## config.mk

```make
export PLATFORM = sky130hd
export DESIGN_NAME = pfs_sync_line
export DESIGN_NICKNAME = d
export VERILOG_FILES = /design/src/core/pfs_pkg.sv /design/src/core/pfs_pin_if.sv /design/src/core/pfs_input_sync.sv /design/src/core/pfs_sync_line.sv
export SDC_FILE = /design/constraint.sdc
export NUM_CORES = 1
export LEC_CHECK = 0
export BUFFER_PORTS_ARGS = -buffer_cell sky130_fd_sc_hd__buf_2
export CORE_MARGIN = 3
export CORE_UTILIZATION = 48
export DETAILED_ROUTE_END_ITERATION = 12
export PLACE_DENSITY_LB_ADDON = 0.15
export SYNTH_ARGS = -nofsm -noshare
export SYNTH_HDL_FRONTEND = slang
export SYNTH_SLANG_ARGS = --single-unit
```

## constraint.sdc

```tcl
create_clock -name clk -period 3 [get_ports clk]
set_input_delay 0.3 -clock clk [delete_from_list [all_inputs] [get_ports clk]]
set_output_delay 0.3 -clock clk [all_outputs]
set_load 0.05 [all_outputs]
```

## src/core/pfs_pkg.sv

```systemverilog
// package: shared constants and types for the parallel sync line block
package pfs_pkg;

	// ------------------------------------------------------------
	// pin function selection for general_io_three
	// ------------------------------------------------------------
	localparam logic [1:0] PFS_FN_SYNC   = 2'h0;
	localparam logic [1:0] PFS_FN_GPO    = 2'h1;
	localparam logic [1:0] PFS_FN_GPI    = 2'h2;
	localparam logic [1:0] PFS_FN_RESET  = PFS_FN_SYNC;

	// ------------------------------------------------------------
	// configuration word field positions and reset values
	// ------------------------------------------------------------
	localparam int         PFS_CFG_W         = 16;
	localparam int         PFS_CFG_FT_ONESHOT = 13;
	localparam logic [15:0] PFS_CFG_RESET    = 16'h0000;
	localparam int         PFS_REF_W         = 8;
	localparam logic [7:0] PFS_REF_RESET     = 8'h80;

	// ------------------------------------------------------------
	// timing
	// ------------------------------------------------------------
	localparam int CLK_HZ             = 10_000_000;
	localparam int OC_BLANK_US        = 100;
	localparam int OC_BLANK_CYC       = (OC_BLANK_US * (CLK_HZ / 1_000_000) > 0)
		? OC_BLANK_US * (CLK_HZ / 1_000_000) : 1;
	localparam int FT_SHOT_US         = 10;
	localparam int FT_SHOT_CYC        = (FT_SHOT_US * (CLK_HZ / 1_000_000) > 0)
		? FT_SHOT_US * (CLK_HZ / 1_000_000) : 1;
	localparam int FT_OFF_US          = 1;
	localparam int FT_OFF_CYC         = (FT_OFF_US * (CLK_HZ / 1_000_000) > 0)
		? FT_OFF_US * (CLK_HZ / 1_000_000) : 1;
	localparam int PFS_TMR_W          = 16;

	// ------------------------------------------------------------
	// device states
	// ------------------------------------------------------------
	typedef enum logic [2:0] {
		PFS_ST_OFF     = 3'b000,
		PFS_ST_ON      = 3'b001,
		PFS_ST_OC_WAIT = 3'b010,
		PFS_ST_FT_OFF  = 3'b011,
		PFS_ST_FT_ON   = 3'b100,
		PFS_ST_LATCH   = 3'b101
	} pfs_state_t;

endpackage : pfs_pkg

```

## src/core/pfs_pin_if.sv

```systemverilog
// interface: carries the synchronised pin level and the fault summary between modules
`timescale 1ns/1ps
interface pfs_pin_if;
	logic line_level;   // synchronised level of the shared line
	logic off_fault;    // any cond_in condition; enable, overcurrent and fast-trip are kept out of it
	modport src (output line_level, output off_fault);
	modport dst (input line_level, input off_fault);
endinterface : pfs_pin_if

```

## src/core/pfs_input_sync.sv

```systemverilog
// module: two-stage synchronisers for pin inputs and the off-condition summary
`timescale 1ns/1ps
module pfs_input_sync
	import pfs_pkg::*;
#(
	parameter int N_IN = 9
)(
	input  wire logic            clk,      // system clock
	input  wire logic            sys_rst,  // synchronous reset, active high
	input  wire logic            line_in,  // raw line level
	input  wire logic [N_IN-1:0] cond_in,  // raw off conditions
	pfs_pin_if.src               pin       // synchronised results
);
	import pfs_pkg::*;

	logic [N_IN:0] stage_a;
	logic [N_IN:0] stage_b;
	logic [N_IN:0] next_stage_a;
	logic [N_IN:0] next_stage_b;

	// ------------------------------------------------------------
	// two flops; first stage feeds the second only
	// ------------------------------------------------------------
	always_comb
	begin
		next_stage_a = {line_in, cond_in};
		next_stage_b = stage_a;
	end

	// line idles released-high, so reset to one
	always_ff @(posedge clk)
	begin
		if (sys_rst)
		begin
			stage_a <= {1'b1, {N_IN{1'b0}}};
			stage_b <= {1'b1, {N_IN{1'b0}}};
		end
		else
		begin
			stage_a <= next_stage_a;
			stage_b <= next_stage_b;
		end
	end

	assign pin.line_level = stage_b[N_IN];
	assign pin.off_fault  = |stage_b[N_IN-1:0];

endmodule : pfs_input_sync

```

## src/core/pfs_sync_line.sv

```systemverilog
// module: state handshake on the shared open-drain sync line of a paralleled switch
`timescale 1ns/1ps

// Operation
// [RQ1] the line is released high whenever the fet is meant to conduct, in inrush and steady state.
// [RQ2] a low line from any device switches the local fet off; in PFS_ST_FT_ON the code ignores the line until PFS_ST_ON.
// [RQ3] the line is both command and handshake so all devices switch together.
// [RQ4] a transient overcurrent keeps the fet on; one that outlasts the blanking timer trips it.
// [RQ5] with config bit 13 set a fast-trip one-shot runs, line low while off, high once back on.
// [RQ6] a secondary pulling the line low turns the fet off and the primary keeps holding it low; code latches only in PFS_ST_ON, not PFS_ST_OC_WAIT.
// [RQ7] the line is only ever pulled low or released; a pull-up makes the high level.
// [RQ8] general_io_three carries the sync function after reset and can be reassigned.
// [RQ9] the primary commands the secondaries through the line; secondaries report blocking faults on it.
// [RQ10] level transitions and timing keep all state machines aligned for a common start-up.
// [RQ11] fail-safe logic turns the whole chain off on a fault even without the primary.
// [RQ12] the shared current reference is set by host writes and may change while running.
// [RQ13] a secondary fault missed by the primary pulls the line low and latches off.
// [RQ14] the listed fault, disable and delay states turn the fet off and pull the line low.
module pfs_sync_line
	import pfs_pkg::*;
#(
	parameter int OC_BLANK = OC_BLANK_CYC,  // overcurrent_blanking_timer length
	parameter int FT_SHOT  = FT_SHOT_CYC,   // on part of the fast-trip one-shot, after FT_OFF
	parameter int FT_OFF   = FT_OFF_CYC     // off part of the one-shot
)(
	input  wire logic                  clk,             // system clock
	input  wire logic                  sys_rst,         // synchronous reset, active high
	input  wire logic                  is_primary,      // strap: primary role
	input  wire logic                  io3_in,          // pin level of general_io_three
	output logic                       io3_out,         // pin drive value (always low)
	output logic                       io3_oe,          // pin pull-down enable
	input  wire logic [1:0]            io3_fn_wr_data,  // new pin function
	input  wire logic                  io3_fn_wr,       // pin config write strobe
	output logic [1:0]                 io3_fn,          // current pin function
	input  wire logic                  io3_gpo,         // general output value when reassigned
	output logic                       io3_gpi,         // general input value when reassigned
	input  wire logic [15:0]           cfg_word,        // device configuration word
	input  wire logic [7:0]            ref_wr_data,     // reference setting write data
	input  wire logic                  ref_wr,          // reference write strobe
	output logic [7:0]                 shared_current_reference_setting, // dac code
	input  wire logic                  en_ok,           // enable above threshold
	input  wire logic                  ot_flag,         // overtemperature
	input  wire logic                  retry_run,       // auto-retry timer running
	input  wire logic                  uv_flag,         // input or supply undervoltage
	input  wire logic                  ins_delay,       // insertion delay running
	input  wire logic                  ov_flag,         // input overvoltage
	input  wire logic                  health_flt,      // fet health fault
	input  wire logic                  oc_flag,         // overcurrent above threshold
	input  wire logic                  ft_flag,         // fast-trip detect
	input  wire logic                  local_fault,     // secondary-side fault detect
	input  wire logic                  fault_clear,     // power or enable cycle clears latch
	output logic                       fet_on,          // fet driver command
	output logic                       ext_fault        // external fault latched
);
	import pfs_pkg::*;

	pfs_pin_if pin ();

	// ------------------------------------------------------------
	// synchronise pin and asynchronous condition flags
	// ------------------------------------------------------------
	// fast-trip and overcurrent stay separate; they drive state timing
	logic [8:0] raw_cond;
	logic [1:0] oc_ft_a;
	logic [1:0] oc_ft_b;
	logic [1:0] next_oc_ft_a;
	logic       en_a;
	logic       en_b;
	logic       next_en_a;
	// local fault gets its own pair so the latch decision never reads a raw pin
	logic       lf_a;
	logic       lf_b;
	logic       next_lf_a;

	assign raw_cond = {local_fault, health_flt, ov_flag, ins_delay, uv_flag,
		retry_run, ot_flag, 1'b0, 1'b0};

	pfs_input_sync #(.N_IN(9)) u_sync (
		.clk     (clk),
		.sys_rst (sys_rst),
		.line_in (io3_in),
		.cond_in (raw_cond),
		.pin     (pin)
	);

	always_comb
	begin
		next_oc_ft_a = {oc_flag, ft_flag};
		next_en_a    = en_ok;
		next_lf_a    = local_fault;
	end

	always_ff @(posedge clk)
	begin
		if (sys_rst)
		begin
			oc_ft_a <= 2'h0;
			oc_ft_b <= 2'h0;
			en_a    <= 1'b0;
			en_b    <= 1'b0;
			lf_a    <= 1'b0;
			lf_b    <= 1'b0;
		end
		else
		begin
			oc_ft_a <= next_oc_ft_a;
			oc_ft_b <= oc_ft_a;
			en_a    <= next_en_a;
			en_b    <= en_a;
			lf_a    <= next_lf_a;
			lf_b    <= lf_a;
		end
	end

	// ------------------------------------------------------------
	// pin function and reference setting
	// ------------------------------------------------------------
	logic [1:0] next_io3_fn;
	logic [7:0] next_ref;
	logic       sync_sel;

	always_comb
	begin
		next_io3_fn = io3_fn_wr ? io3_fn_wr_data : io3_fn;  // [RQ8]
		next_ref    = ref_wr ? ref_wr_data : shared_current_reference_setting;  // [RQ12]
	end

	always_ff @(posedge clk)
	begin
		if (sys_rst)
		begin
			io3_fn                           <= PFS_FN_RESET;  // [RQ8]
			shared_current_reference_setting <= PFS_REF_RESET;
		end
		else
		begin
			io3_fn                           <= next_io3_fn;
			shared_current_reference_setting <= next_ref;
		end
	end

	assign sync_sel = (io3_fn == PFS_FN_SYNC);

	// ------------------------------------------------------------
	// device state machine
	// ------------------------------------------------------------
	pfs_state_t           state;
	pfs_state_t           next_state;
	logic [PFS_TMR_W-1:0] tmr;
	logic [PFS_TMR_W-1:0] next_tmr;
	logic                 next_ext_fault;
	logic                 line_low;
	logic                 force_off;
	logic                 drive_low;
	logic                 ready;
	logic                 own_quiet;
	logic                 ext_low;
	logic                 oe_d1;
	logic                 oe_d2;

	// line only counts when the pin carries the sync function
	assign line_low  = sync_sel && !pin.line_level;  // [RQ2]
	assign force_off = pin.off_fault || !en_b;  // [RQ14]
	// a trip cause that still stands keeps the line held low
	assign ready     = !force_off && !oc_ft_b[0] && !oc_ft_b[1];  // [RQ4] [RQ5]
	// own pull needs two syncing edges to leave the line level; wait it out
	assign own_quiet = !sync_sel || (!io3_oe && !oe_d1 && !oe_d2);  // [RQ3]
	assign ext_low   = line_low && own_quiet;  // [RQ2] [RQ6]

	always_comb
	begin
		next_state     = state;
		next_tmr       = tmr;
		next_ext_fault = ext_fault;
		case (state)
			PFS_ST_OFF:
			begin
				// all devices leave off together on the released line
				if (ready && !ext_fault && !line_low && own_quiet)  // [RQ3] [RQ10]
					next_state = PFS_ST_ON;
			end
			PFS_ST_ON:
			begin
				next_tmr = '0;
				if (force_off)  // [RQ14]
					next_state = PFS_ST_OFF;
				else if (oc_ft_b[0])
				begin
					next_state = cfg_word[PFS_CFG_FT_ONESHOT] ? PFS_ST_FT_OFF : PFS_ST_OFF;  // [RQ5]
				end
				else if (ext_low)
				begin
					// another device pulled low: primary latches it  [RQ6] [RQ9]
					next_state = PFS_ST_OFF;
					if (is_primary)
						next_ext_fault = 1'b1;  // [RQ6]
				end
				else if (oc_ft_b[1])
					next_state = PFS_ST_OC_WAIT;  // [RQ4]
			end
			PFS_ST_OC_WAIT:
			begin
				next_tmr = tmr + 1'b1;
				if (force_off || ext_low)
					next_state = PFS_ST_OFF;  // [RQ2]
				else if (!oc_ft_b[1])
					next_state = PFS_ST_ON;  // transient overcurrent  [RQ4]
				else if (tmr >= PFS_TMR_W'(OC_BLANK - 1))
					next_state = PFS_ST_OFF;  // circuit-breaker trip  [RQ4]
			end
			PFS_ST_FT_OFF:
			begin
				next_tmr = tmr + 1'b1;
				if (force_off)
					next_state = PFS_ST_OFF;
				else if (tmr >= PFS_TMR_W'(FT_OFF - 1))
					next_state = PFS_ST_FT_ON;  // [RQ5]
			end
			PFS_ST_FT_ON:
			begin
				next_tmr = tmr + 1'b1;
				if (force_off)
					next_state = PFS_ST_OFF;
				else if (tmr >= PFS_TMR_W'(FT_SHOT - 1))
					next_state = PFS_ST_ON;
			end
			PFS_ST_LATCH:
			begin
				// secondary latches off until power or enable cycle  [RQ13] [RQ11]
				if (fault_clear)
					next_state = PFS_ST_OFF;
			end
			default:
				next_state = PFS_ST_OFF;
		endcase
		// a missed secondary fault latches off from any state  [RQ13]
		if (!is_primary && lf_b && state != PFS_ST_LATCH)
			next_state = PFS_ST_LATCH;
		if (fault_clear)
		begin
			next_ext_fault = next_ext_fault && !ext_fault;  // a capture in this cycle wins
			if (state != PFS_ST_LATCH)
				next_state = PFS_ST_OFF;
		end
		if (state != next_state && next_state != PFS_ST_OC_WAIT)
			next_tmr = '0;
	end

	always_ff @(posedge clk)
	begin
		if (sys_rst)
		begin
			state     <= PFS_ST_OFF;
			tmr       <= '0;
			ext_fault <= 1'b0;
		end
		else
		begin
			state     <= next_state;
			tmr       <= next_tmr;
			ext_fault <= next_ext_fault;
		end
	end

	// ------------------------------------------------------------
	// pin drive: pull-down only, released when fet should conduct
	// ------------------------------------------------------------
	logic fet_cmd;
	logic next_fet_on;
	logic next_io3_oe;
	logic next_gpi;

	assign fet_cmd   = (next_state == PFS_ST_ON) || (next_state == PFS_ST_OC_WAIT)
		|| (next_state == PFS_ST_FT_ON);  // [RQ1] [RQ4] [RQ5]
	// a ready idle device lets go, so the chain only rises once every device agrees
	assign drive_low = !fet_cmd
		&& !((next_state == PFS_ST_OFF) && ready && !next_ext_fault);  // [RQ6] [RQ14]

	always_comb
	begin
		next_fet_on = fet_cmd;  // [RQ2]
		if (sync_sel)
			next_io3_oe = drive_low;  // [RQ7] [RQ11]
		else if (io3_fn == PFS_FN_GPO)
			next_io3_oe = !io3_gpo;
		else
			next_io3_oe = 1'b0;
		next_gpi = pin.line_level;
	end

	always_ff @(posedge clk)
	begin
		if (sys_rst)
		begin
			fet_on  <= 1'b0;
			io3_oe  <= 1'b1;  // hold line low until state known
			io3_gpi <= 1'b1;
			io3_out <= 1'b0;
			oe_d1   <= 1'b1;
			oe_d2   <= 1'b1;
		end
		else
		begin
			fet_on  <= next_fet_on;
			io3_oe  <= next_io3_oe;
			io3_gpi <= next_gpi;
			oe_d1   <= io3_oe;  // own drive delayed to match the pin synchroniser
			oe_d2   <= oe_d1;
			io3_out <= 1'b0;  // open drain: never drives high  [RQ7]
		end
	end

endmodule : pfs_sync_line
```

### After elaboration in Yosys (flattened, before gate mapping)

Cells that the tools add are included.

| word-level totals | value |
|---|---|
| register bits after elaboration | 63 |
| bits of input ports | 44 |
| logic and storage cells | 106 |

| cells by class | value |
|---|---|
| reduce and logical (&&, ||, !) cells | 44 |
| muxes and demuxes | 27 |
| magnitude comparators | 3 |
| $add $sub $neg | 1 |
| equality and inequality tests | 12 |

Operator list:

| cell | number |
|---|---|
| 3-bit 2-to-1 mux | 16 |
| 16-bit one-hot mux with 2 select lines | 1 |
| 3-bit one-hot mux with 6 select lines | 1 |
| 16-bit by 1-bit adder with 16-bit output, second input constant | 1 |
| 16-bit by 10-bit >= comparator with 1-bit output, second input constant | 1 |
| 16-bit by 4-bit >= comparator with 1-bit output, second input constant | 1 |
| 16-bit by 7-bit >= comparator with 1-bit output, second input constant | 1 |
| 1-bit logical AND | 16 |
| 1-bit logical NOT | 16 |
| 3-bit by 2-bit == test with 1-bit output, second input constant | 3 |
| 3-bit == test, second input constant | 3 |
| 9-bit OR reduction | 1 |
| 1-bit 2-to-1 mux | 8 |
| 3-bit by 1-bit == test with 1-bit output, second input constant | 2 |
| 3-bit logical NOT | 2 |
| 1-bit logical OR | 5 |
| 3-bit by 2-bit != test with 1-bit output, second input constant | 1 |
| 3-bit != test | 1 |
| 3-bit != test, second input constant | 1 |
| 3-bit OR reduction | 1 |
| 2-bit by 1-bit == test with 1-bit output, second input constant | 1 |
| 2-bit logical NOT | 1 |
| 2-bit 2-to-1 mux | 1 |
| 2-bit nonzero test | 1 |
| 2-bit OR reduction | 1 |

### Longest topological paths before layout

| logic depth | value |
|---|---|
| depth after elaboration | 19 |
| mapped depth | 11 |
| gate-level depth less buffers | 9 |

### Hierarchy

From an unflattened synthesis, not the netlist that was laid out.

| unflattened totals | value |
|---|---|
| cells, all modules | 290 |
| area, all modules | 2745.1 um^2 |

By module, submodules not included:

| module | area each (um^2) | sequential area each (um^2) | instances | cells each |
|---|---|---|---|---|
| pfs_sync_line | 2183.3 | 860.8 | 1 | 244 |
| pfs_input_sync | 561.8 | 400.4 | 1 | 46 |

### Least setup slack after synthesis

Ideal clock, no wire load.

| timing | value |
|---|---|
| kind | register -> register |
| start point | register u_sync.stage_b[7] |
| end point | register tmr[6] |
| path buffers | 2 |
| slack | -0.064 ns |
| setup time | 0.079 ns |
| cell stages (with the launch flop) | 10 |
| arrival time | 2.985 ns |
| cells stage by stage | dfxtp_1 or4b_4 or4_4 o41a_1 nand3b_1 o211a_1 or4_4 buf_6 buf_8 a211oi_2 |

| between the ends | value |
|---|---|
| word-level cells in the longest chain between the ends | 16 |
| elaborated cells on any way between the ends | 22 |
| classes of those cells | 2 x eq/ne; 9 x mux; 11 x reduce/logical |

RTL lines:

| item | line | RTL |
|---|---|---|
| from (decl) | pfs_input_sync.sv:17 | `logic [N_IN:0] stage_b;` |
| from (signal assigned) | pfs_input_sync.sv:36 | `stage_b <= {1'b1, {N_IN{1'b0}}};` |
| from (signal assigned) | pfs_input_sync.sv:41 | `stage_b <= next_stage_b;` |
| 9-bit OR reduction * | pfs_input_sync.sv:46 | `assign pin.off_fault = \|stage_b[N_IN-1:0];` |
| 1-bit logical OR * | pfs_sync_line.sv:163 | `assign force_off = pin.off_fault \|\| !en_b;` |
| 1-bit logical NOT | pfs_sync_line.sv:165 | `assign ready = !force_off && !oc_ft_b[0] && !oc_ft_b[1];` |
| 1-bit logical AND (2 in a row) | pfs_sync_line.sv:165 |  |
| 1-bit logical AND (3 in a row) | pfs_sync_line.sv:179 | `if (ready && !ext_fault && !line_low && own_quiet)` |
| 3-bit 2-to-1 mux | pfs_sync_line.sv:179 |  |
| 3-bit one-hot mux with 6 select lines * | pfs_sync_line.sv:175 | `case (state)` |
| 3-bit 2-to-1 mux * | pfs_sync_line.sv:237 | `if (!is_primary && lf_b && state != PFS_ST_LATCH)` |
| 3-bit 2-to-1 mux | pfs_sync_line.sv:242 | `if (state != PFS_ST_LATCH)` |
| 3-bit 2-to-1 mux * | pfs_sync_line.sv:239 | `if (fault_clear)` |
| 3-bit != test or 3-bit by 2-bit != test with 1-bit output (tied branches) | pfs_sync_line.sv:245 | `if (state != next_state && next_state != PFS_ST_OC_WAIT)` |
| 1-bit logical AND * | pfs_sync_line.sv:245 |  |
| 2-bit OR reduction (no line) * | n/a |  |
| to (signal assigned) | pfs_sync_line.sv:260 | `tmr <= next_tmr;` |
| to (decl) | pfs_sync_line.sv:149 | `logic [PFS_TMR_W-1:0] tmr;` |

Mark *: on every way between the ends. The rest lies on a longest branch, timed or not.
A chain may end at the register's enable or synchronous reset.

### Worst setup path after layout

| timing | value |
|---|---|
| start point | register u_sync.stage_b[3] |
| end point | register tmr[5] |

The elaborated chain is that of the path after synthesis.

==> out/metrics.csv <==
stage,metric,value,unit
detailed_routing,DRT iter0 DRCs,167,
clocking,"Reg clk slew, reported paths",60,ps
detailed_routing,total number of vias,2388,
placement,port buffer count,42,
floorplanning,row cnt,26,
grt,initial antenna violation count,0,
clocking,clock latency at the later pin of the worst-skew pair,340,ps
floorplanning,Initial Utilization,0.509,
synth,Yosys top cell area share,0.426,
setup_path,crit end category,register,
synth,total number of yosys warnings,0,
detailed_routing,WL final,6.26,mm
detailed_routing,# DRC,0,
sta,clock skew,8.87,ps
floorplanning,I/O pin count,59,
sta,final setup violation count,0,
setup_path,Reg2Reg Setup Slack,110,ps
min_path,Hold Crit Endpoint,u_sync.next_stage_b[9],
power_and_ir_drop,power per cell area,557,nW/um^2
min_path,hold depth,2,
synth,Main synth FF type,dfxtp_1,
finish,post-route insts no fill,427,
power_and_ir_drop,P_sw,0.000413,W
finish,area delta synth->final,22.0,%
power_and_ir_drop,Flop pwr share,0.437,
placement,Inst Count DP,410,
grt,largest net degree at the start of global routing,37,
setup_path,r2r worst-path depth,7,
detailed_routing,Routed Antenna Nets,0,
sta,Pins Over Slew Limit,0,
power_and_ir_drop,Leakage,1.32,nW
detailed_routing,DR vias/cell,5.59,
sta,worst hold slack,153,ps
sta,Tcrit/Tclk final,0.963,
power_and_ir_drop,sw frac,0.227,
synth,"EDFF count, synth",0,
min_path,worst hold start,io3_in,
min_path,Worst Hold Class,in2reg,
clocking,Clock Sink Count,57,
placement,Final GP Congestion,0.941,
synth,dominant cells by area after synthesis,"dfxtp_1 43%, nor2b_1 6.3%, nor2_1 4.6%",
setup_path,WP data arrival,3140,ps
floorplanning,Die Area,6520,um^2
detailed_routing,WL/cell,14.7,um
clocking,CTS buffer count,9,
sta,RSZ-0062 raised after global routing,false,
synth,Post-Syn Nets,348,
setup_path,Crit Path Class,reg2reg,
sta,Post-Route Setup TNS,0,ps
clocking,H-tree levels,3,
floorplanning,Core Region,5270,um^2
grt,number of global-route vias before repair,2241,
synth,sequential cell area fraction in the yosys report,0.426,
setup_path,Critical R2R Capture,tmr[5],
floorplanning,Die Ht,80.7,um
setup_path,Crit Path Max Fanout,8,
clocking,CTS Root Cell,clkbuf_8,
grt,All-Layer GR Usage,0.213,
clocking,CTS tree,done,
synth,Seq cells post-synth,57,
clocking,CTS max path bufs,2,
sta,min cycle time layout,2890,ps
power_and_ir_drop,Combinational Power Share,0.081,
sta,FMAX,346,MHz
power_and_ir_drop,Cell Int Power,0.00141,W
sta,worst-margin pin slew,587,ps
power_and_ir_drop,PnR Total Power,0.00182,W
setup_path,kind of start point of the critical path,register,
power_and_ir_drop,VDD IR max,0.000427,V
synth,"Distinct cells, synth",55,
power_and_ir_drop,Clock power frac,0.482,
finish,diode count,0,
placement,Placement Setup Slack,-13.8,ps
setup_path,worst path required time,3250,ps
sta,Slew headroom,0.605,
grt,GR Overflow Total,0,
clocking,Post CTS Setup Buffer Count,0,
flow_run,Max Cap Viol,0,
synth,"FFs w/ async S/R, synth",0,
synth,post-synth top area cell,dfxtp_1,
placement,Post-DP HPWL,4.43,mm
floorplanning,die width,80.7,um
synth,Syn Std Cell Area,2680,um^2
finish,nets@finish,399,
sta,final hold vios,0,
finish,share of cells above drive strength 1,0.261,
synth,syn avg cell area,8.91,um^2
sta,final setup margin,111,ps
finish,FILL cells,492,
synth,Mapped Cells,301,
outcome,status,"complete, no violations",
detailed_routing,Initial DRT Pass Iterations,4,
setup_path,RR Startpoint,u_sync.stage_b[3],
grt,first-pass GRT wire length,10.5,mm
[cells by family (layout without fill, tap and decap cells)]
group / Yosys count / in the layout / share of synthesized area
buffers and inverters: 24 / 79 / 0.0425
multiplexers: 15 / 15 / 0.0579
AO/OA/AOI/OAI: 61 / 61 / 0.171
other: 1 / 1 / 0.00140
flip-flops: 57 / 57 / 0.426
XOR/XNOR: 3 / 3 / 0.00980
adder cells (fa/ha/maj): 3 / 3 / 0.0140
AND/OR/NAND/NOR: 137 / 138 / 0.278
[cell usage in the layout (no fill, tap or decap), types with 2 or more instances in the layout]
cell	netlist	final
nand2_1	15	15
buf_2	1	42
buf_4	1	14
nand3b_1	3	3
o211ai_1	2	2
and3_1	3	3
a22oi_1	3	2
mux2_2	4	4
nand3_1	6	6
mux2i_1	11	11
nor2_1	33	33
nor4_1	11	10
a31oi_1	3	3
nand2b_1	3	3
a21oi_1	9	9
a211o_1	4	4
xnor2_1	2	2
a211oi_2	3	3
bufinv_16	0	3
nor3_1	15	14
a211oi_1	10	10
clkbuf_8	0	10
or2_2	5	5
dfxtp_1	57	57
and4_1	2	2
nand4_1	2	2
a311o_1	2	2
or4_4	2	4
nor2b_1	27	27
or3_1	4	4
inv_1	7	7
ha_1	3	3
o31a_1	4	4
o21ai_0	9	8
[worst max-delay path: stages (launching register included)]
cell and delay, ps:
dfxtp_1 310, or4_4 530, or4_4 500, o41a_1 390, nand3b_1 160, o211a_1 170, or4_4 500, a211oi_1 240
[worst max-delay path by stage]
stage	end	from	cells after the start	slack (ps)
after floorplan	tmr[6]	u_sync.stage_b[3]	9	8
after global placement	tmr[2]	u_sync.stage_b[3]	7	4
after detailed placement	tmr[3]	u_sync.stage_b[3]	7	-10
after CTS	tmr[0]	u_sync.stage_b[3]	7	-20
after global routing	tmr[0]	u_sync.stage_b[3]	7	6
final	tmr[5]	u_sync.stage_b[3]	7	110
[metrics by stage]
step / util / instance area, um^2
2_1_floorplan: - / 2690
3_3_place_gp: 0.569 / 3000
3_5_place_dp: 0.569 / 3000
4_1_cts: 0.616 / 3240
5_1_grt: 0.621 / 3270
6_report: 0.621 / 3270
[cell type report]
type | count | area [um^2] | share of cell area
multi-input combinational | 221 | 1460 | 0.446
sequential | 57 | 1140 | 0.349
timing repair buffer | 56 | 315 | 0.0964
clock buffer | 11 | 141 | 0.0432
clock inverter | 5 | 103 | 0.0314
tap | 70 | 87.6 | 0.0268
inverter | 7 | 26.3 | 0.00803
[metal layers]
layer  vias to the layer above  routed length [um]  global-route usage
met4                         0                 139               0.106
met3                        12                 386              0.0432
met2                        76                2710               0.318
li1                       1199                   -                   -
met5                         -                   0                   0
met1                      1101                3020               0.291
[registers in the layout (all words and copies together) (netlist names)]
name / cells
en_a: 1
en_b: 1
ext_fault: 1
fet_on: 1
io3_fn: 2
io3_gpi: 1
io3_oe: 1
oc_ft_a: 2
oc_ft_b: 2
oe_d1: 1
oe_d2: 1
shared_current_reference_setting: 8
state: 3
tmr: 16
u_sync.next_stage_b: 8
u_sync.stage_b: 8
[cell usage after synthesis (2+ instances only)]
master    count
ha_1          3
a211o_1       4
nand4_1       2
nand2b_1      3
and3_1        3
o31a_1        4
dfxtp_1      57
clkbuf_1     11
nand3b_1      3
nor4_1       11
or4_4         2
and4_1        2
a21oi_1       9
or4_1         2
a211oi_1     10
o21ai_0       9
nor2b_1      27
buf_1         2
a31oi_1       3
inv_1         7
a22oi_1       3
or3_1         4
nand2_1      15
nand3_1       6
mux2i_1      11
xnor2_1       2
mux2_2        4
o211ai_1      2
a211oi_2      3
a311o_1       2
nor2_1       33
nor3_1       15
or2_2         5
[power by group through the flow]
| stage | clock network (W) | registers [W] | logic (W) |
|---|---|---|---|
| final | 0.000878 | 0.000796 | 0.000148 |
| after global routing | 0.000928 | 0.000800 | 0.000163 |
| after CTS | 0.000895 | 0.000796 | 0.000147 |
| after detailed placement | 0 | 0.000813 | 0.000147 |
| after global placement | 0 | 0.000812 | 0.000146 |
| after floorplan | 0 | 0.000843 | 0.0000722 |
[repair_timing]
item,4_1_cts,5_1_grt
endpoints found under the setup margin,7,16
hold endpoints to repair,0,0
pin swaps,0,2
hold buffers,0,0
gates resized for setup,0,5
gates cloned,0,1
Note: power is estimated with default switching activity, not from simulation.
